`config.mk`:
```
export PLATFORM = sky130hd
export DESIGN_NAME = dmom_mapper
export DESIGN_NICKNAME = d
export VERILOG_FILES = /design/src/include/dmom_pkg.sv /design/src/logic/dmom_addr_calc.sv /design/src/logic/dmom_mapper.sv
export SDC_FILE = /design/constraint.sdc
export NUM_CORES = 1
export LEC_CHECK = 0
export ABC_CLOCK_PERIOD_IN_PS = 3950
export BUFFER_PORTS_ARGS = -buffer_cell sky130_fd_sc_hd__buf_2
export CORE_AREA = 5 5 123 125
export CTS_CLUSTER_SIZE = 25
export DETAILED_ROUTE_END_ITERATION = 8
export DIE_AREA = 0 0 128 130
export GPL_TIMING_DRIVEN = 0
export MAX_ROUTING_LAYER = met4
export PLACE_DENSITY = 0.89
export RECOVER_POWER = 25
export SYNTH_ARGS = -nofsm -noshare
export SYNTH_HDL_FRONTEND = slang
export SYNTH_SLANG_ARGS = --single-unit
export TNS_END_PERCENT = 20
```
`constraint.sdc`:
```
create_clock -name i_ref_clk -period 3.95 [get_ports i_ref_clk]
set_input_delay 0.79 -clock i_ref_clk [delete_from_list [all_inputs] [get_ports i_ref_clk]]
set_output_delay 0.79 -clock i_ref_clk [all_outputs]
set_load 0.02 [all_outputs]
```
`src/include/dmom_pkg.sv`:
```
// Package with register indices, field positions and carriers for the offset mapper
package dmom_pkg;
  localparam logic [7:0] IDX_BANK_OFFSET_ZERO = 8'h09;
  localparam logic [7:0] IDX_BANK_OFFSET_ONE = 8'h0a;
  localparam logic [7:0] IDX_WRITE_MODE_EXT = 8'h0b;
  localparam logic [7:0] IDX_SET_RESET = 8'h00;
  localparam logic [7:0] IDX_ENABLE_SET_RESET = 8'h01;
  localparam logic [7:0] IDX_GRAPHICS_MODE = 8'h05;
  localparam logic [7:0] IDX_FOREGROUND_EXT = 8'h10;
  localparam logic [7:0] IDX_BACKGROUND_EXT = 8'h11;
  localparam logic [7:0] RST_BANK_OFFSET = 8'h00;
  localparam logic [7:0] RST_WRITE_MODE_EXT = 8'h00;
  localparam logic [7:0] RST_GRAPHICS_REG = 8'h00;
  localparam logic [7:0] MASK_WRITE_MODE_EXT = 8'h3f;
  localparam logic [7:0] MASK_LOW_NIBBLE = 8'h0f;
  localparam int BIT_BANK_EN = 0;
  localparam int BIT_EIGHT_BYTE_ADDR = 1;
  localparam int BIT_EXT_WRITE = 2;
  localparam int BIT_EIGHT_BYTE_LATCH = 3;
  localparam int BIT_ENH_WRITE = 4;
  localparam int BIT_GRANULARITY = 5;
  localparam int BIT_GMODE_EXT = 2;
  localparam int BIT_PAGE_LSB = 4;
  localparam logic [4:0] BYTES_PER_XFER_NORMAL = 5'h01;
  localparam logic [4:0] BYTES_PER_XFER_EXT = 5'h08;
  localparam logic [4:0] BYTES_PER_XFER_ENH = 5'h10;
  localparam logic [3:0] LATCH_BYTES_NORMAL = 4'h4;
  localparam logic [3:0] LATCH_BYTES_WIDE = 4'h8;
  localparam logic [2:0] SHIFT_NONE = 3'h0;
  localparam logic [2:0] SHIFT_EIGHT = 3'h3;
  localparam logic [2:0] SHIFT_SIXTEEN = 3'h4;

  // Effective mode word seen by the data path
  typedef struct packed {
    logic bank_en;
    logic gran16;
    logic ext_write;
    logic enh_write;
    logic wide_latch;
    logic eight_byte_block_addressing;
    logic sixteen_byte_block_addressing;
    logic ext_gmode;
  } dmom_mode_s;

  // Indexed register port request
  typedef struct packed {
    logic wr;
    logic rd;
    logic [7:0] index;
    logic [7:0] data;
  } dmom_reg_req_s;
endpackage : dmom_pkg

```
`src/logic/dmom_addr_calc.sv`:
```
// Combinational host-address to display-memory address mapping
`timescale 1ns/1ps
module dmom_addr_calc (
  input wire logic [19:0] i_host_addr,
  input wire logic [7:0] i_offset,
  input wire logic i_force15,
  input wire logic i_gran16,
  input wire logic [2:0] i_shift,
  output logic [23:0] o_mapped_memory_addr
);
  logic [16:0] intermediate_bus_addr;
  logic [21:0] sum;
  logic [23:0] shifted;

  always_comb begin
    intermediate_bus_addr = {1'b0, i_force15 ? 1'b0 : i_host_addr[15], i_host_addr[14:0]};
    if (i_gran16) begin
      sum = {5'h00, intermediate_bus_addr} + {1'b0, i_offset[6:0], 14'h0000};
    end else begin
      sum = {5'h00, intermediate_bus_addr} + {2'h0, i_offset, 12'h000};
    end
    shifted = {2'h0, sum} << i_shift;
    o_mapped_memory_addr = shifted;
  end
endmodule : dmom_addr_calc

```
`src/logic/dmom_mapper.sv`:
```
// Offset mapper and write-mode extension register block
`timescale 1ns/1ps

// Functional notes
// - Offset zero adds at bits 19:12 in four-kbyte mode unless banking with host bit 15 set.
// - Offset one used only when banking and host bit 15 is one.
// - Banking bit chooses by host bit 15; otherwise offset zero always.
// - Offset one opens an extra 32K window at either granularity.
// - Granularity bit makes offset bits 6:0 add at address bits 20:14.
// - Sixteen-kbyte mode ignores page register low bit.
// - Enhanced plus extended writes shift host address left by four.
// - Enhanced mode writes up to 16 bytes per host byte.
// - Enhanced mode enables foreground and background color extension registers.
// - Enhanced mode: each write-mask bit covers two bytes.
// - Latch-width bit makes data latches eight bytes wide.
// - Extended mode writes eight bytes per host byte, sixteen with enhanced.
// - Extended mode honours graphics-mode bit 2 for write modes 4 and 5.
// - Extended mode widens set/reset, enable set/reset, write mask to 8 bits.
// - Enhanced bit honoured only while extended bit is set.
// - Extended bit falling clears upper nibbles of set/reset registers.
// - Eight-byte block bit shifts host address left by three unless enhanced mode is on (then four).
// - Intermediate bit 16 zero; bit 15 zero when banking or 64K map.
// - Four-kbyte mode adds full offset at 19:12, low 12 bits unchanged.
module dmom_mapper (
  input wire logic i_ref_clk,
  input wire logic i_rst,
  input wire logic i_ce,
  input wire dmom_pkg::dmom_reg_req_s i_reg_req,
  input wire logic [19:0] i_host_addr,
  input wire logic i_map_64k,
  input wire logic [7:0] i_sequencer_page_reg,
  input wire logic [7:0] i_plane_write_mask,
  output logic [7:0] o_rd_data,
  output logic [23:0] o_mapped_memory_addr,
  output logic [4:0] o_bytes_per_xfer,
  output logic [3:0] o_latch_bytes,
  output logic [15:0] o_byte_write_mask,
  output logic [7:0] o_set_reset,
  output logic [7:0] o_enable_set_reset,
  output logic [7:0] o_foreground_color_ext,
  output logic [7:0] o_background_color_ext,
  output logic o_ext_write_mode_45,
  output logic [7:0] o_page_eff,
  output dmom_pkg::dmom_mode_s o_mode
);
  logic [7:0] bank_offset_zero_r;
  logic [7:0] bank_offset_one_r;
  logic [7:0] write_mode_extensions_r;
  logic [7:0] set_reset_reg_r;
  logic [7:0] enable_set_reset_reg_r;
  logic [7:0] graphics_mode_reg_r;
  logic [7:0] foreground_color_ext_r;
  logic [7:0] background_color_ext_r;
  dmom_pkg::dmom_mode_s mode_nxt;
  logic use_one;
  logic [7:0] offset_sel;
  logic [2:0] shift_sel;
  logic [23:0] addr_nxt;
  logic [15:0] mask_nxt;
  logic [7:0] rd_nxt;
  logic wr_ext_fall;

  function automatic logic wr_hit(input dmom_pkg::dmom_reg_req_s req, input logic [7:0] idx);
    wr_hit = req.wr && (req.index == idx);
  endfunction : wr_hit

  function automatic logic [7:0] widen(input logic [7:0] v, input logic ext);
    widen = ext ? v : (v & dmom_pkg::MASK_LOW_NIBBLE);
  endfunction : widen

  always_comb begin
    mode_nxt.bank_en = write_mode_extensions_r[dmom_pkg::BIT_BANK_EN];
    mode_nxt.gran16 = write_mode_extensions_r[dmom_pkg::BIT_GRANULARITY];
    mode_nxt.ext_write = write_mode_extensions_r[dmom_pkg::BIT_EXT_WRITE];
    mode_nxt.enh_write = write_mode_extensions_r[dmom_pkg::BIT_ENH_WRITE] && mode_nxt.ext_write;
    mode_nxt.wide_latch = write_mode_extensions_r[dmom_pkg::BIT_EIGHT_BYTE_LATCH];
    mode_nxt.eight_byte_block_addressing = write_mode_extensions_r[dmom_pkg::BIT_EIGHT_BYTE_ADDR];
    mode_nxt.sixteen_byte_block_addressing = mode_nxt.enh_write;
    mode_nxt.ext_gmode = mode_nxt.ext_write && graphics_mode_reg_r[dmom_pkg::BIT_GMODE_EXT];
  end

  always_comb begin
    use_one = mode_nxt.bank_en && i_host_addr[15];
    offset_sel = use_one ? bank_offset_one_r : bank_offset_zero_r;
    // address shift select; host avoids both at once
    if (mode_nxt.sixteen_byte_block_addressing) begin
      shift_sel = dmom_pkg::SHIFT_SIXTEEN;
    end else if (mode_nxt.eight_byte_block_addressing) begin
      shift_sel = dmom_pkg::SHIFT_EIGHT;
    end else begin
      shift_sel = dmom_pkg::SHIFT_NONE;
    end
  end

  // address computation, second window via bank bit
  dmom_addr_calc u_addr_calc (
    .i_host_addr(i_host_addr),
    .i_offset(offset_sel),
    .i_force15(mode_nxt.bank_en || i_map_64k),
    .i_gran16(mode_nxt.gran16),
    .i_shift(shift_sel),
    .o_mapped_memory_addr(addr_nxt)
  );

  always_comb begin
    mask_nxt = 16'h0000;
    for (int i = 0; i < 8; i++) begin
      if (mode_nxt.enh_write) begin
        // one mask bit per two bytes
        mask_nxt[2*i] = i_plane_write_mask[i];
        mask_nxt[2*i+1] = i_plane_write_mask[i];
      end else if (mode_nxt.ext_write) begin
        mask_nxt[i] = i_plane_write_mask[i];
      end else if (i < 4) begin
        mask_nxt[i] = i_plane_write_mask[i];
      end
    end
  end

  always_comb begin
    case (i_reg_req.index)
      dmom_pkg::IDX_BANK_OFFSET_ZERO: rd_nxt = bank_offset_zero_r;
      dmom_pkg::IDX_BANK_OFFSET_ONE: rd_nxt = bank_offset_one_r;
      dmom_pkg::IDX_WRITE_MODE_EXT: rd_nxt = write_mode_extensions_r;
      dmom_pkg::IDX_SET_RESET: rd_nxt = set_reset_reg_r;
      dmom_pkg::IDX_ENABLE_SET_RESET: rd_nxt = enable_set_reset_reg_r;
      dmom_pkg::IDX_GRAPHICS_MODE: rd_nxt = graphics_mode_reg_r;
      dmom_pkg::IDX_FOREGROUND_EXT: rd_nxt = mode_nxt.enh_write ? foreground_color_ext_r : 8'h00;
      dmom_pkg::IDX_BACKGROUND_EXT: rd_nxt = mode_nxt.enh_write ? background_color_ext_r : 8'h00;
      default: rd_nxt = 8'h00;
    endcase
  end

  assign wr_ext_fall = wr_hit(i_reg_req, dmom_pkg::IDX_WRITE_MODE_EXT)
                       && write_mode_extensions_r[dmom_pkg::BIT_EXT_WRITE]
                       && !i_reg_req.data[dmom_pkg::BIT_EXT_WRITE];

  always_ff @(posedge i_ref_clk) begin
    if (i_rst) begin
      bank_offset_zero_r <= dmom_pkg::RST_BANK_OFFSET;
      bank_offset_one_r <= dmom_pkg::RST_BANK_OFFSET;
      write_mode_extensions_r <= dmom_pkg::RST_WRITE_MODE_EXT;
      graphics_mode_reg_r <= dmom_pkg::RST_GRAPHICS_REG;
    end else if (i_ce) begin
      if (wr_hit(i_reg_req, dmom_pkg::IDX_BANK_OFFSET_ZERO)) begin
        bank_offset_zero_r <= i_reg_req.data;
      end
      if (wr_hit(i_reg_req, dmom_pkg::IDX_BANK_OFFSET_ONE)) begin
        bank_offset_one_r <= i_reg_req.data;
      end
      if (wr_hit(i_reg_req, dmom_pkg::IDX_WRITE_MODE_EXT)) begin
        write_mode_extensions_r <= i_reg_req.data & dmom_pkg::MASK_WRITE_MODE_EXT;
      end
      if (wr_hit(i_reg_req, dmom_pkg::IDX_GRAPHICS_MODE)) begin
        graphics_mode_reg_r <= i_reg_req.data;
      end
    end
  end

  always_ff @(posedge i_ref_clk) begin
    if (i_rst) begin
      set_reset_reg_r <= dmom_pkg::RST_GRAPHICS_REG;
      enable_set_reset_reg_r <= dmom_pkg::RST_GRAPHICS_REG;
    end else if (i_ce) begin
      // clear upper nibbles on extended bit fall
      if (wr_ext_fall) begin
        set_reset_reg_r <= set_reset_reg_r & dmom_pkg::MASK_LOW_NIBBLE;
        enable_set_reset_reg_r <= enable_set_reset_reg_r & dmom_pkg::MASK_LOW_NIBBLE;
      end
      if (wr_hit(i_reg_req, dmom_pkg::IDX_SET_RESET)) begin
        set_reset_reg_r <= widen(i_reg_req.data, mode_nxt.ext_write);
      end
      if (wr_hit(i_reg_req, dmom_pkg::IDX_ENABLE_SET_RESET)) begin
        enable_set_reset_reg_r <= widen(i_reg_req.data, mode_nxt.ext_write);
      end
    end
  end

  always_ff @(posedge i_ref_clk) begin
    if (i_rst) begin
      foreground_color_ext_r <= dmom_pkg::RST_GRAPHICS_REG;
      background_color_ext_r <= dmom_pkg::RST_GRAPHICS_REG;
    end else if (i_ce) begin
      // color extension writable in enhanced mode
      if (mode_nxt.enh_write && wr_hit(i_reg_req, dmom_pkg::IDX_FOREGROUND_EXT)) begin
        foreground_color_ext_r <= i_reg_req.data;
      end
      if (mode_nxt.enh_write && wr_hit(i_reg_req, dmom_pkg::IDX_BACKGROUND_EXT)) begin
        background_color_ext_r <= i_reg_req.data;
      end
    end
  end

  always_ff @(posedge i_ref_clk) begin
    if (i_rst) begin
      o_rd_data <= 8'h00;
      o_mapped_memory_addr <= 24'h000000;
      o_bytes_per_xfer <= dmom_pkg::BYTES_PER_XFER_NORMAL;
      o_latch_bytes <= dmom_pkg::LATCH_BYTES_NORMAL;
      o_byte_write_mask <= 16'h0000;
      o_set_reset <= 8'h00;
      o_enable_set_reset <= 8'h00;
      o_foreground_color_ext <= 8'h00;
      o_background_color_ext <= 8'h00;
      o_ext_write_mode_45 <= 1'b0;
      o_page_eff <= 8'h00;
      o_mode <= '0;
    end else if (i_ce) begin
      o_rd_data <= i_reg_req.rd ? rd_nxt : o_rd_data;
      o_mapped_memory_addr <= addr_nxt;
      o_bytes_per_xfer <= mode_nxt.enh_write ? dmom_pkg::BYTES_PER_XFER_ENH :
                          mode_nxt.ext_write ? dmom_pkg::BYTES_PER_XFER_EXT : dmom_pkg::BYTES_PER_XFER_NORMAL;
      o_latch_bytes <= mode_nxt.wide_latch ? dmom_pkg::LATCH_BYTES_WIDE : dmom_pkg::LATCH_BYTES_NORMAL;
      o_byte_write_mask <= mask_nxt;
      o_set_reset <= set_reset_reg_r;
      o_enable_set_reset <= enable_set_reset_reg_r;
      o_foreground_color_ext <= mode_nxt.enh_write ? foreground_color_ext_r : 8'h00;
      o_background_color_ext <= mode_nxt.enh_write ? background_color_ext_r : 8'h00;
      o_ext_write_mode_45 <= mode_nxt.ext_gmode;
      // page low bit ignored in sixteen-kbyte mode
      o_page_eff <= mode_nxt.gran16 ? (i_sequencer_page_reg & ~(8'h01 << dmom_pkg::BIT_PAGE_LSB))
                                    : i_sequencer_page_reg;
      o_mode <= mode_nxt;
    end
  end

  chk_bank_sel_zero: assert property (@(posedge i_ref_clk) disable iff (i_rst)
    i_ce && !write_mode_extensions_r[0] && !mode_nxt.gran16 |=>
      o_mapped_memory_addr[19:0] == (({4'h0, $past(i_host_addr[15:0])} + {$past(bank_offset_zero_r), 12'h000})
        << $past(shift_sel)) || $past(i_map_64k))
    else $error("offset zero mapping wrong");
  chk_bank_sel_one: assert property (@(posedge i_ref_clk) disable iff (i_rst)
    i_ce && use_one |-> offset_sel == bank_offset_one_r)
    else $error("offset one not selected");
  chk_bank_off_unused: assert property (@(posedge i_ref_clk) disable iff (i_rst)
    !mode_nxt.bank_en |-> offset_sel == bank_offset_zero_r)
    else $error("offset one used while banking off");
  chk_enh_gate: assert property (@(posedge i_ref_clk) disable iff (i_rst)
    i_ce && !write_mode_extensions_r[2] |=> o_bytes_per_xfer != dmom_pkg::BYTES_PER_XFER_ENH)
    else $error("enhanced honoured without extended");
  chk_ext_fall_clear: assert property (@(posedge i_ref_clk) disable iff (i_rst)
    i_ce && wr_ext_fall && !wr_hit(i_reg_req, 8'h00) && !wr_hit(i_reg_req, 8'h01) |=>
      set_reset_reg_r[7:4] == 4'h0 && enable_set_reset_reg_r[7:4] == 4'h0)
    else $error("upper nibbles not cleared");
  chk_latch_width: assert property (@(posedge i_ref_clk) disable iff (i_rst)
    i_ce && write_mode_extensions_r[3] |=> o_latch_bytes == 4'h8)
    else $error("latch not widened");
  chk_mask_double: assert property (@(posedge i_ref_clk) disable iff (i_rst)
    i_ce && mode_nxt.enh_write |=> o_byte_write_mask[1] == o_byte_write_mask[0])
    else $error("mask not doubled");
  chk_regs_readback: assert property (@(posedge i_ref_clk) disable iff (i_rst)
    i_ce && wr_hit(i_reg_req, 8'h09) ##1 i_ce && i_reg_req.rd && i_reg_req.index == 8'h09 && !i_reg_req.wr
      |=> o_rd_data == $past(i_reg_req.data, 2))
    else $error("readback mismatch");
  chk_shift_four: assert property (@(posedge i_ref_clk) disable iff (i_rst)
    mode_nxt.enh_write |-> shift_sel == 3'h4)
    else $error("shift by four missing");
  chk_gran_sixteen: assert property (@(posedge i_ref_clk) disable iff (i_rst)
    i_ce && mode_nxt.gran16 && shift_sel == dmom_pkg::SHIFT_NONE |=>
      o_mapped_memory_addr[13:0] == $past(i_host_addr[13:0]))
    else $error("sixteen-kbyte low bits disturbed");
  chk_low_unchanged: assert property (@(posedge i_ref_clk) disable iff (i_rst)
    i_ce && !mode_nxt.gran16 && shift_sel == dmom_pkg::SHIFT_NONE |=>
      o_mapped_memory_addr[11:0] == $past(i_host_addr[11:0]))
    else $error("four-kbyte low bits disturbed");
  chk_page_ignore: assert property (@(posedge i_ref_clk) disable iff (i_rst)
    i_ce && mode_nxt.gran16 |=> !o_page_eff[dmom_pkg::BIT_PAGE_LSB])
    else $error("page low bit not ignored");
  chk_bytes_enh: assert property (@(posedge i_ref_clk) disable iff (i_rst)
    i_ce && write_mode_extensions_r[dmom_pkg::BIT_ENH_WRITE] && write_mode_extensions_r[dmom_pkg::BIT_EXT_WRITE]
      |=> o_bytes_per_xfer == dmom_pkg::BYTES_PER_XFER_ENH)
    else $error("enhanced transfer size wrong");
  chk_bytes_ext: assert property (@(posedge i_ref_clk) disable iff (i_rst)
    i_ce && mode_nxt.ext_write && !mode_nxt.enh_write |=> o_bytes_per_xfer == dmom_pkg::BYTES_PER_XFER_EXT)
    else $error("extended transfer size wrong");
  chk_wmode_gate: assert property (@(posedge i_ref_clk) disable iff (i_rst)
    i_ce && !write_mode_extensions_r[dmom_pkg::BIT_EXT_WRITE] |=> !o_ext_write_mode_45)
    else $error("write modes 4/5 without extended");
  chk_shift_eight: assert property (@(posedge i_ref_clk) disable iff (i_rst)
    i_ce && write_mode_extensions_r[dmom_pkg::BIT_EIGHT_BYTE_ADDR] && !mode_nxt.enh_write |=>
      o_mapped_memory_addr[3:0] == {$past(i_host_addr[0]), 3'h0})
    else $error("shift by three missing");
  chk_color_lock: assert property (@(posedge i_ref_clk) disable iff (i_rst)
    i_ce && !mode_nxt.enh_write |=> o_foreground_color_ext == 8'h00 && o_background_color_ext == 8'h00)
    else $error("color extension outside enhanced");
  chk_narrow_write: assert property (@(posedge i_ref_clk) disable iff (i_rst)
    i_ce && !mode_nxt.ext_write && wr_hit(i_reg_req, dmom_pkg::IDX_SET_RESET) |=> set_reset_reg_r[7:4] == 4'h0)
    else $error("narrow set/reset widened");
  chk_force_fifteen: assert property (@(posedge i_ref_clk) disable iff (i_rst)
    mode_nxt.bank_en || i_map_64k |-> u_addr_calc.intermediate_bus_addr[16:15] == 2'b00)
    else $error("intermediate bit 15 not forced");
  cov_bank_one: cover property (@(posedge i_ref_clk) disable iff (i_rst) i_ce && use_one);
  cov_gran16: cover property (@(posedge i_ref_clk) disable iff (i_rst) i_ce && mode_nxt.gran16);
  cov_enh: cover property (@(posedge i_ref_clk) disable iff (i_rst) i_ce && mode_nxt.enh_write);
  cov_fall: cover property (@(posedge i_ref_clk) disable iff (i_rst) i_ce && wr_ext_fall);
  cov_eight_block: cover property (@(posedge i_ref_clk) disable iff (i_rst) i_ce && shift_sel == dmom_pkg::SHIFT_EIGHT);
endmodule : dmom_mapper

```
==> summary.md, run 1 <==
| Metric | Value |
|---|---|
| Status | complete, no violations |
| Number of setup violations in the final report | 0 |
| Simple-Gate Fraction of Synth Area | 0.202 |
| Area growth syn-to-layout | 19.7% |
| IO Count | 164 |
| Asr flop ratio synth | 0 |
| RSZ-0062 raised after global routing | no |
| Diode count | 0 |
| Leakage power | roughly 3.4 nW |
| Area fraction in compound gates after synthesis | 0.145 |
| Final #Nets | between 1,000 and 1,500 |
| H-tree depth | 4 |
| Largest net degree at the start of global routing | 17 |
| CTS tree | done |
| Logic gate share of total power | 0.080 |
| Tmin final | about 3.2 ns |
| Crit-path slowest cell | mux2_2 |
| WS Path Type | primary input to flip-flop |
| Clock Tree Root | clkbuf_16 |
| Avg Cell Area, Syn | ~8.7 µm² |
| Initial Util | 0.535 |
| Warnings from Yosys | 0 |
| Grt total ovfl | 0 |
| Placer Congestion | approximately 0.98 |
| Met1 Track Usage GR | 0.361 |
| Synth Area in XOR/XNOR | 0.00475 |
| Sink Count | 156 |
| Worst hold stages | 2 |
| Hold Path End | o_mapped_memory_addr[1] |
| Crit path cell chain | buf_2 -> nand2_1 -> mux2_2 -> ha_1 -> fa_1 -> a21o_1 -> a21oi_1 -> xnor2_1 -> mux2i_1 -> a31oi_1 -> a311oi_1 |
| Post-synthesis sequential area ratio | 0.424 |
| Startpoint Class | primary input |
| Met2 Resource Use GR | 0.432 |
| Initial antenna violation count | 0 |
| Postcts setup bufs | 0 |
| Critical Path RT | 4.29 ns |
| Layout cells sized above 1 | 0.149 |
| Gr usage total | 0.284 |
| Drt first pass iters | 6 |
| Clk Latency, worst-skew pair | ~0.43 ns |
| PortBufs | approximately 150 |
| Sequential cell area | about 0.0031 mm² |
| Sequential cell fraction of total power | 0.469 |
| Multi-input logic area | a little under 0.004 mm² |
| R2R depth | 10 |
| # resized after CTS | 0 |
| Routed Antenna Nets | 0 |
| Worst reg2reg setup slack | around 0.8 ns |
| Total routed wirelength | approximately 23 mm |
| Drt drc | 0 |
| Internal | 2.61 mW |
| First-pass GRT wire length | 36.4 mm |
| Cell with the most instances after synthesis | dfxtp_1 |
| Via density | around 6 |
| Synth Register Bits | 156 |
| WL per Instance | ~19 µm |
| Post-synthesis adder-cell area fraction | 0.0129 |
| Reg clk slew, reported paths | approximately 0.060 ns |
| Yosys top cell area share | 0.424 |
| M3 GR Usage | 0.0700 |
| Max-slew headroom | 0.333 |
| Largest area contributor in the netlist | dfxtp_1 |
| Global routing's busiest layer | met2 |
| Clock power share | 0.451 |
| Setup Skew | ~0.0073 ns |
| Chip width | ~130 µm |
| Detailed Route Iter0 Violations | ~770 |
| Largest family of logic cells by synthesized area | simple AND/OR/NAND/NOR gates |
| Slew @ Worst Pin | approximately 1.0 ns |
| Clk buf depth | 2 |
| Top cells by count, synth | dfxtp_1, nor2_1, mux2i_1, nand2_1, a21oi_1 |
| Most frequently used flop master after synthesis | dfxtp_1 |
| Synthesized instance count | between 800 and 900 |
| Final HPWL from detailed placement | 16.8 mm |
| Die ar. | about 0.017 mm² |
| Yosys cell types | 60 |
| Fmax | ~310 MHz |
| Worst EP arrival | between 3 and 4 ns |
| Rows | 43 |
| Critical Path Max Stage Delay | between 0.4 and 0.5 ns |
| Fillers | approximately 1,200 |
| Post-synth EDFFs | 0 |
| Max Cap Violations | 0 |
| Cts hold-fix bufs | 0 |
| Die height | approximately 130 µm |
| Worst R2R Start | write_mode_extensions_r[0] |
| Mapped Area | between 0.007 and 0.008 mm² |
| Setup_tns | 0 ns |
| Vias in the first global route | ~6,900 |
| Final hold violations | 0 |
| Worst r2r dst | o_mapped_memory_addr[19] |
| Slew Viols, Final | 0 |
| Top cells by area, synth | dfxtp_1, mux2i_1, nor2_1, a21oi_1, nand2_1 |
| Total number of vias | slightly above 7,000 |
| NetSw | between 800 and 900 µW |
| Final period util | 0.810 |
| CP Max Fanout | 7 |
| PD cells | 390 mW/mm² |
| Inserted Clock Buffers | 17 |
| Maximum VDD drop | 0.350 mV |
| CP endpoint kind | flip-flop |
| Power, Total | around 3.4 mW |
| Multiplexer area fraction after synthesis | 0.164 |
| Worst Hold Class | flip-flop to flip-flop |
| Min-delay src | o_mapped_memory_addr[1] |
| Sw frac | 0.242 |
| Core box area | between 0.01 and 0.015 mm² |
-- through the flow --
| step | worst slack, ns | hold WS, ns | cells | utilization | instance area (µm²) |
|---|---|---|---|---|---|
| 6_report | 0.750 | 0.468 | 1205 | 0.640 | 8820 |
| 5_1_grt | 0.585 | 0.488 | 1205 | 0.640 | 8820 |
| 4_1_cts | 0.826 | 0.466 | 1205 | 0.646 | 8900 |
| 3_5_place_dp | 0.390 | 0.456 | 1175 | 0.606 | 8340 |
| 3_3_place_gp | 0.429 | 0.455 | 1175 | 0.606 | 8340 |
| 2_1_floorplan | 0.837 | 0.445 | 848 | - | 7380 |
-- per-layer routing --
metal	vias to the layer above	wire, µm
li1	3320	-
met1	3340	9670
met2	495	10200
met3	80	2390
met4	0	878
met5	-	0
-- state kept, by name, indices dropped and copies added (netlist names), 8 cells and up --
register                flops
bank_offset_one_r           8
o_mapped_memory_addr       24
o_foreground_color_ext      8
set_reset_reg_r             8
o_page_eff                  8
graphics_mode_reg_r         8
o_rd_data                   8
o_byte_write_mask          12
bank_offset_zero_r          8
o_background_color_ext      8
o_enable_set_reset          8
foreground_color_ext_r      8
background_color_ext_r      8
o_set_reset                 8
enable_set_reset_reg_r      8
-- worst max path at each step --
stage                                          start                       end  slack [ns]  depth (start not counted)
final                                i_host_addr[15]  o_mapped_memory_addr[19]        0.75                         11
after CTS                            i_host_addr[15]  o_mapped_memory_addr[19]        0.83                         11
after floorplan                      i_host_addr[15]  o_mapped_memory_addr[21]        0.84                         10
after detailed placement             i_host_addr[15]  o_mapped_memory_addr[19]        0.39                         11
after global routing      write_mode_extensions_r[0]  o_mapped_memory_addr[22]        0.58                         10
after global placement               i_host_addr[15]  o_mapped_memory_addr[19]        0.43                         11
-- cell families (layout without fill, tap and decap cells) --
kind of cell	after synthesis	after routing
simple gates	309	309
compound gates	169	169
flops	156	156
mux	119	119
buf+inv	80	257
fa+ha+maj	7	7
xor+xnor	4	4
other cells	1	4
-- final cells by class --
type | count | share of cell area
multi-input cells | 612 | 0.443
flip-flops and latches | 156 | 0.354
repair buffers | 147 | 0.0749
clock buffers | 23 | 0.0553
plain buffers | 74 | 0.0372
well taps | 180 | 0.0255
clock inverters | 7 | 0.00738
inverters | 6 | 0.00255
-- power by group through the flow --
stage / clock (mW) / combinational (mW) / sequential, mW
after CTS: 1.55 / 0.274 / 1.61
final: 1.55 / 0.275 / 1.61
after detailed placement: 0 / 0.272 / 1.64
after global placement: 0 / 0.268 / 1.64
after global routing: 1.65 / 0.293 / 1.61
after floorplan: 0 / 0.135 / 1.67
-- critical path, delay by kind of cell --
kind	cells	cell delay, ns
multiplexers	2	0.72
buffers and inverters	1	0.14
AO/OA/AOI/OAI	4	0.90
adder cells (fa/ha/maj)	2	0.64
XOR/XNOR	1	0.12
AND/OR/NAND/NOR	1	0.23
-- placed cells by master (no fill, tap or decap), types with 5 or more instances in the layout --
cell | synthesis | routed
a211oi_1 | 11 | 11
inv_1 | 5 | 5
nor2b_1 | 7 | 7
dfxtp_1 | 156 | 156
buf_4 | 12 | 12
mux2i_1 | 107 | 107
nand3_1 | 29 | 29
nor2_1 | 130 | 130
clkbuf_16 | 0 | 17
buf_2 | 5 | 91
nand2b_1 | 31 | 31
ha_1 | 6 | 6
clkbuf_1 | 47 | 110
nand2_1 | 60 | 60
o22ai_1 | 11 | 11
nor3_1 | 14 | 14
mux2_2 | 12 | 12
buf_1 | 10 | 10
a31oi_1 | 6 | 6
a311oi_1 | 7 | 7
o211ai_1 | 5 | 5
a22oi_1 | 14 | 14
a21oi_1 | 52 | 52
a32oi_1 | 8 | 8
o21ai_0 | 31 | 31
(Power assumes the default switching activity.)
==> run 2: changes to the inputs <==
ABC_CLOCK_PERIOD_IN_PS = 3150   (was 3950)
clock period = 3.15 ns   (was 3.95 ns; I/O delays follow)
==> run 2 against run 1 <==
Combinational power up 25%. Worst hold slack worse by 0.034 ns. Sequential share of layout area down 0.060 points. Cell count unchanged. Die area unchanged. Wire length about the same. Critical path type is now flip-flop to flip-flop. Largest cell class unchanged. Largest power group unchanged.
==> summary.md, run 2 (synthesis results as in run 1) <==
| Metric | Value |
|---|---|
| Total number of vias | 7,186 (was 7,235) |
| Largest net degree at the start of global routing | 17 (unchanged) |
| Grt total ovfl | 0 (unchanged) |
| Gr usage total | 0.284 (unchanged) |
| IO Count | 164 (unchanged) |
| Leakage power | 3.42 nW (about the same) |
| Max Cap Violations | 0 (unchanged) |
| PortBufs | 147 (unchanged) |
| Final HPWL from detailed placement | 16.8 mm (unchanged) |
| Pre-CTS setup slack | -0.250 ns (was 0.390 ns) |
| Die height | 130 µm (unchanged) |
| Layout cells sized above 1 | 0.153 (was 0.149) |
| Clk Latency, worst-skew pair | 0.43 ns (about the same) |
| Internal | 3.27 mW (was 2.61 mW) |
| Top reg by flops | o_mapped_memory_addr (unchanged) |
| Clk buf depth | 2 (unchanged) |
| Initial Util | 0.535 (unchanged) |
| Via density | 5.96 (was 6.00) |
| Routed Antenna Nets | 0 (unchanged) |
| Tmin final | roughly 3 ns |
| WS Path Type | flip-flop to flip-flop (was primary input to flip-flop) |
| Status | complete, no violations (unchanged) |
| Total routed wirelength | 23.1 mm (about the same) |
| Setup_tns | 0 ns (unchanged) |
| Vias in the first global route | 6,925 (unchanged) |
| Placement Cell Area | 0.00834 mm² (unchanged) |
| Final hold violations | 0 (unchanged) |
| Final period util | 0.952 |
| Worst Hold Class | primary input to flip-flop (was flip-flop to flip-flop) |
| Area growth syn-to-layout | 19.9% (was 19.7%) |
| Commonest non-fill, non-tap cell in the layout | dfxtp_1 (unchanged) |
| Slew Viols, Final | 0 (unchanged) |
| Inserted Clock Buffers | 17 (unchanged) |
| Crit path from | write_mode_extensions_r[0] (was i_host_addr[15]) |
| Power, Total | 4.31 mW (was 3.44 mW) |
| Fillers | 1,161 (was 1,164) |
| CP Max Fanout | 9 (was 7) |
| Postcts setup bufs | 0 (unchanged) |
| Sink Count | 156 (unchanged) |
| Final #Nets | 1,079 (unchanged) |
| Worst EP arrival | 3.34 ns (was 3.54 ns) |
| Clock power share | 0.451 (about the same) |
| Number of setup violations in the final report | 0 (unchanged) |
| Initial antenna violation count | 0 (unchanged) |
| CTS tree | done (unchanged) |
| Sequential cell fraction of total power | 0.469 (about the same) |
| Post-route cell area | 0.00884 mm² (was 0.00882 mm²) |
| Chip width | 128 µm (unchanged) |
| Critical Path RT | 3.49 ns (was 4.29 ns) |
| Detailed Route Iter0 Violations | 742 (was 765) |
| Clock Tree Root | clkbuf_16 (unchanged) |
| Most frequent cells in the layout | dfxtp_1, nor2_1, clkbuf_1 (unchanged) |
| Startpoint Class | flip-flop (was primary input) |
| Final core occ | 0.642 (was 0.640) |
| Biggest regs | o_mapped_memory_addr (24), o_byte_write_mask (12) (unchanged) |
| Max FFs per register | 24 (unchanged) |
| PD cells | 488 mW/mm² (was 390 mW/mm²) |
| WL per Instance | 19.2 µm (about the same) |
| Slew @ Worst Pin | 0.991 ns (was 1.00 ns) |
| Setup Skew | 0.00621 ns (was 0.00728 ns) |
| Reg clk slew, reported paths | 0.06 ns (about the same) |
| First-pass GRT wire length | 36.4 mm (unchanged) |
| Die ar. | 0.0166 mm² (unchanged) |
| Placer Congestion | 0.983 (unchanged) |
| Max-slew headroom | 0.339 (was 0.333) |
| NetSw | 1.04 mW (was 832 µW) |
| Rows | 43 (unchanged) |
| Worst setup margin | 0.150 ns (was 0.750 ns) |
| Sw frac | 0.242 (about the same) |
| Fmax | about 330 MHz |
| H-tree depth | 4 (unchanged) |
| Worst R2R Start | write_mode_extensions_r[0] (unchanged) |
| CP endpoint kind | flip-flop (unchanged) |
| Maximum VDD drop | 0.437 mV (was 0.350 mV) |
| Min-delay src | i_sequencer_page_reg[7] (was o_mapped_memory_addr[1]) |
| Diode count | 0 (unchanged) |
| Drt drc | 0 (unchanged) |
| Logic gate share of total power | 0.080 (about the same) |
| Drt first pass iters | 7 (was 6) |
| Cts hold-fix bufs | 0 (unchanged) |
| # resized after CTS | 0 (unchanged) |
| Core box area | 0.0138 mm² (unchanged) |
-- run 2: worst max-delay path, stage by stage, from the launching register on --
cell,delay [ns]
dfxtp_1,0.50
nand2_2,0.20
mux2_2,0.35
ha_1,0.24
nor4bb_1,0.16
a311oi_1,0.45
a211oi_1,0.22
a211oi_2,0.38
o21ai_0,0.15
a311oi_1,0.27
-- run 2: path summary, 6_finish.rpt --
check / end / slack, ns / cells past startpoint
hold / removal: o_page_eff[7] / 0.43 / 3
setup reg to reg: o_mapped_memory_addr[23] / 0.15 / 9
hold reg to reg: o_mapped_memory_addr[1] / 0.47 / 2
setup / recovery: o_mapped_memory_addr[23] / 0.15 / 9
-- run 2: cell type report --
class	instances	area, µm²	share of cell area
flip-flops and latches	156	3120	0.353
plain buffers	74	328	0.0371
multi-input cells	612	3920	0.444
clock inverters	7	65.1	0.00736
well taps	180	225	0.0255
repair buffers	147	661	0.0748
clock buffers	23	488	0.0552
inverters	6	22.5	0.00255
-- run 2: layer usage --
metal,vias to the layer above,track usage,wire length (µm)
li1,3321,-,-
met2,469,0.432,10200
met1,3315,0.361,9670
met5,-,-,0
met3,81,0.0700,2390
met4,0,0.125,882
-- run 2: per-stage QoR --
stage          hold WS (ns)  std cells
6_report              0.434       1205
5_1_grt               0.444       1205
4_1_cts               0.432       1205
3_5_place_dp          0.456       1175
3_3_place_gp          0.455       1175
2_1_floorplan         0.445        848
-- run 2: power by group through the flow --
stage	registers (mW)	clock network, mW	logic (mW)
finish	2.02	1.95	0.345
global route	2.02	2.07	0.368
detailed placement	2.06	0	0.341
global placement	2.06	0	0.336
floorplan	2.10	0	0.169
CTS	2.02	1.95	0.344
==> run 3: changes to the inputs <==
CORE_AREA = 5 5 129 131   (was 5 5 123 125)
DIE_AREA = 0 0 134 136   (was 0 0 128 130)
PLACE_DENSITY = not set   (was 0.89)
PLACE_DENSITY_LB_ADDON = 0.15   (was not set)
==> run 3 against run 2 <==
Setup slack better by 0.051 ns. Utilization decreased by 6.7 points. Maximum frequency increased by 1.7%. Register-to-register slack better by 0.05 ns. Cell count rose by 1.2%. Wire length shrank 2.5%. Combinational power barely moved. Clock skew down 0.00066 ns. Clock power is 8% higher. Critical endpoint unchanged.
==> summary.md, run 3 (synthesis results as in run 1) <==
| Metric | Value |
|---|---|
| Logic gate share of total power | 0.077 (was 0.080) |
| WL per Instance | 18.5 µm (was 19.2 µm) |
| Crit-path most repeated cell | a311oi_1 (unchanged) |
| Critical Path Max Stage Delay | 0.49 ns (was 0.50 ns) |
| PortBufs | 147 (unchanged) |
| Grt total ovfl | 0 (unchanged) |
| Diode count | 0 (unchanged) |
| Commonest non-fill, non-tap cell in the layout | dfxtp_1 (unchanged) |
| Rows | 46 (was 43) |
| Drt first pass iters | 5 (was 7) |
| Clock power share | 0.471 (was 0.451) |
| Vias in the first global route | 6,327 (was 6,925) |
| Fmax | 339 MHz (was 333 MHz) |
| Crit-path slowest cell | dfxtp_1 (unchanged) |
| Clock Tree Root | clkbuf_16 (unchanged) |
| Slew @ Worst Pin | 1.02 ns (was 0.991 ns) |
| Final HPWL from detailed placement | 16.7 mm (was 16.8 mm) |
| Final period util | 0.936 (was 0.952) |
| Pre-CTS setup slack | -0.283 ns (was -0.250 ns) |
| Max Cap Violations | 0 (unchanged) |
| Routed Antenna Nets | 0 (unchanged) |
| Cts hold-fix bufs | 0 (unchanged) |
| Max-slew headroom | 0.317 (was 0.339) |
| Chip width | 134 µm (was 128 µm) |
| Tmin final | 2.95 ns (was 3.00 ns) |
| Inserted Clock Buffers | 17 (unchanged) |
| Top reg by flops | o_mapped_memory_addr (unchanged) |
| # resized after CTS | 0 (unchanged) |
| PD cells | 501 mW/mm² (was 488 mW/mm²) |
| Layout cells sized above 1 | 0.157 (was 0.153) |
| H-tree depth | 4 (unchanged) |
| Setup_tns | 0 ns (unchanged) |
| Biggest regs | o_mapped_memory_addr (24), o_byte_write_mask (12) (unchanged) |
| Initial antenna violation count | 0 (unchanged) |
| Postcts setup bufs | 0 (unchanged) |
| CP endpoint kind | flip-flop (unchanged) |
| Core box area | 0.0155 mm² (was 0.0138 mm²) |
| WS Path Type | flip-flop to flip-flop (unchanged) |
| Max FFs per register | 24 (unchanged) |
| Reg clk slew, reported paths | 0.06 ns (about the same) |
| Hold slack | 0.434 ns (about the same) |
| Area growth syn-to-layout | 20.7% (was 19.9%) |
| Slew Viols, Final | 0 (unchanged) |
| Setup Skew | 0.00555 ns (was 0.00621 ns) |
| Largest net degree at the start of global routing | 17 (unchanged) |
| Worst Hold Class | primary input to flip-flop (unchanged) |
| Startpoint Class | flip-flop (unchanged) |
| Crit path cell chain | nand2_2 -> mux2_2 -> ha_1 -> nor4bb_1 -> a311oi_1 -> a211oi_1 -> a211oi_2 -> o21ai_0 -> a311oi_1 (unchanged) |
| CP Max Fanout | 9 (unchanged) |
| Buf/Inv on CP | 0 (unchanged) |
| Sink Count | 156 (unchanged) |
| Via density | 5.56 (was 5.96) |
| First-pass GRT wire length | 35.2 mm (was 36.4 mm) |
| Placer Congestion | 0.987 (was 0.983) |
| Drt drc | 0 (unchanged) |
| Leakage power | 3.43 nW (was 3.42 nW) |
| CTS tree | done (unchanged) |
| Clk buf depth | 2 (unchanged) |
| Initial Util | 0.476 (was 0.535) |
| Total number of vias | 6,783 (was 7,186) |
| Final #Nets | 1,079 (unchanged) |
| Clk Latency, worst-skew pair | 0.43 ns (about the same) |
| Sw frac | 0.249 (was 0.242) |
| Total routed wirelength | 22.5 mm (was 23.1 mm) |
| Fillers | 1,507 (was 1,161) |
| Internal | 3.35 mW (was 3.27 mW) |
| Critical Path RT | 3.49 ns (about the same) |
| RSZ-0062 raised after global routing | no |
| Die ar. | 0.0182 mm² (was 0.0166 mm²) |
| Gr usage total | 0.253 (was 0.284) |
| IO Count | 164 (unchanged) |
| Worst setup margin | 0.201 ns (was 0.150 ns) |
| Top Family by Delay on Critical Path | compound AO/OA/AOI/OAI gates (unchanged) |
| Number of setup violations in the final report | 0 (unchanged) |
| Sequential cell fraction of total power | 0.452 (was 0.469) |
| Maximum VDD drop | 0.423 mV (was 0.437 mV) |
| Die height | 136 µm (was 130 µm) |
| NetSw | 1.11 mW (was 1.04 mW) |
| Final hold violations | 0 (unchanged) |
| Worst EP arrival | 3.29 ns (was 3.34 ns) |
| Status | complete, no violations (unchanged) |
| Detailed Route Iter0 Violations | 581 (was 742) |
| Most frequent cells in the layout | dfxtp_1, nor2_1, clkbuf_1 (unchanged) |
==> run 3: final timing paths <==
| check | startpoint | end | slack, ns | cells after the start |
|---|---|---|---|---|
| hold / removal | i_sequencer_page_reg[7] | o_page_eff[7] | 0.43 | 3 |
| setup reg to reg | write_mode_extensions_r[0] | o_mapped_memory_addr[23] | 0.20 | 9 |
| setup / recovery | write_mode_extensions_r[0] | o_mapped_memory_addr[23] | 0.20 | 9 |
| hold reg to reg | o_mapped_memory_addr[1] | o_mapped_memory_addr[1] | 0.47 | 2 |
==> run 3: cell type report <==
type | count | area, µm² | share of cell area
buffer | 74 | 328 | 0.0368
clock buffer | 17 | 425 | 0.0478
clock inverter | 15 | 171 | 0.0193
inverter | 6 | 22.5 | 0.00253
multi-input combinational | 612 | 3930 | 0.441
sequential | 156 | 3120 | 0.351
tap | 192 | 240 | 0.0270
timing repair buffer | 147 | 659 | 0.0741
==> run 3: layer usage <==
metal | up-vias | part of all wire | global-route usage
li1 | 3321 | - | -
met1 | 3143 | 0.47 | 0.348
met2 | 292 | 0.43 | 0.379
met3 | 27 | 0.083 | 0.0500
met4 | 0 | 0.014 | 0.0737
met5 | - | 0 | -
==> run 3: power groups by stage <==
stage | Sequential, mW | Clock (mW) | Combinational [mW]
5_1_grt | 2.02 | 2.20 | 0.370
2_1_floorplan | 2.10 | 0 | 0.169
3_3_place_gp | 2.06 | 0 | 0.343
6_report | 2.02 | 2.10 | 0.343
3_5_place_dp | 2.06 | 0 | 0.345
4_1_cts | 2.02 | 2.12 | 0.346
==> run 3: stage by stage <==
step | std cells | total power, mW | cell area, µm² | utilization
2_1_floorplan | 848 | 2.26 | 7380 | -
3_3_place_gp | 1187 | 2.40 | 8360 | 0.540
4_1_cts | 1219 | 4.48 | 8960 | 0.578
5_1_grt | 1219 | 4.59 | 8900 | 0.575
3_5_place_dp | 1187 | 2.40 | 8360 | 0.540
6_report | 1219 | 4.46 | 8900 | 0.575
==> run 3: worst reg2reg max path: stages, from the launching register on <==
cell	delay (ns)
dfxtp_1	0.49
nand2_2	0.19
mux2_2	0.34
ha_1	0.24
nor4bb_1	0.15
a311oi_1	0.49
a211oi_1	0.23
a211oi_2	0.34
o21ai_0	0.12
a311oi_1	0.26
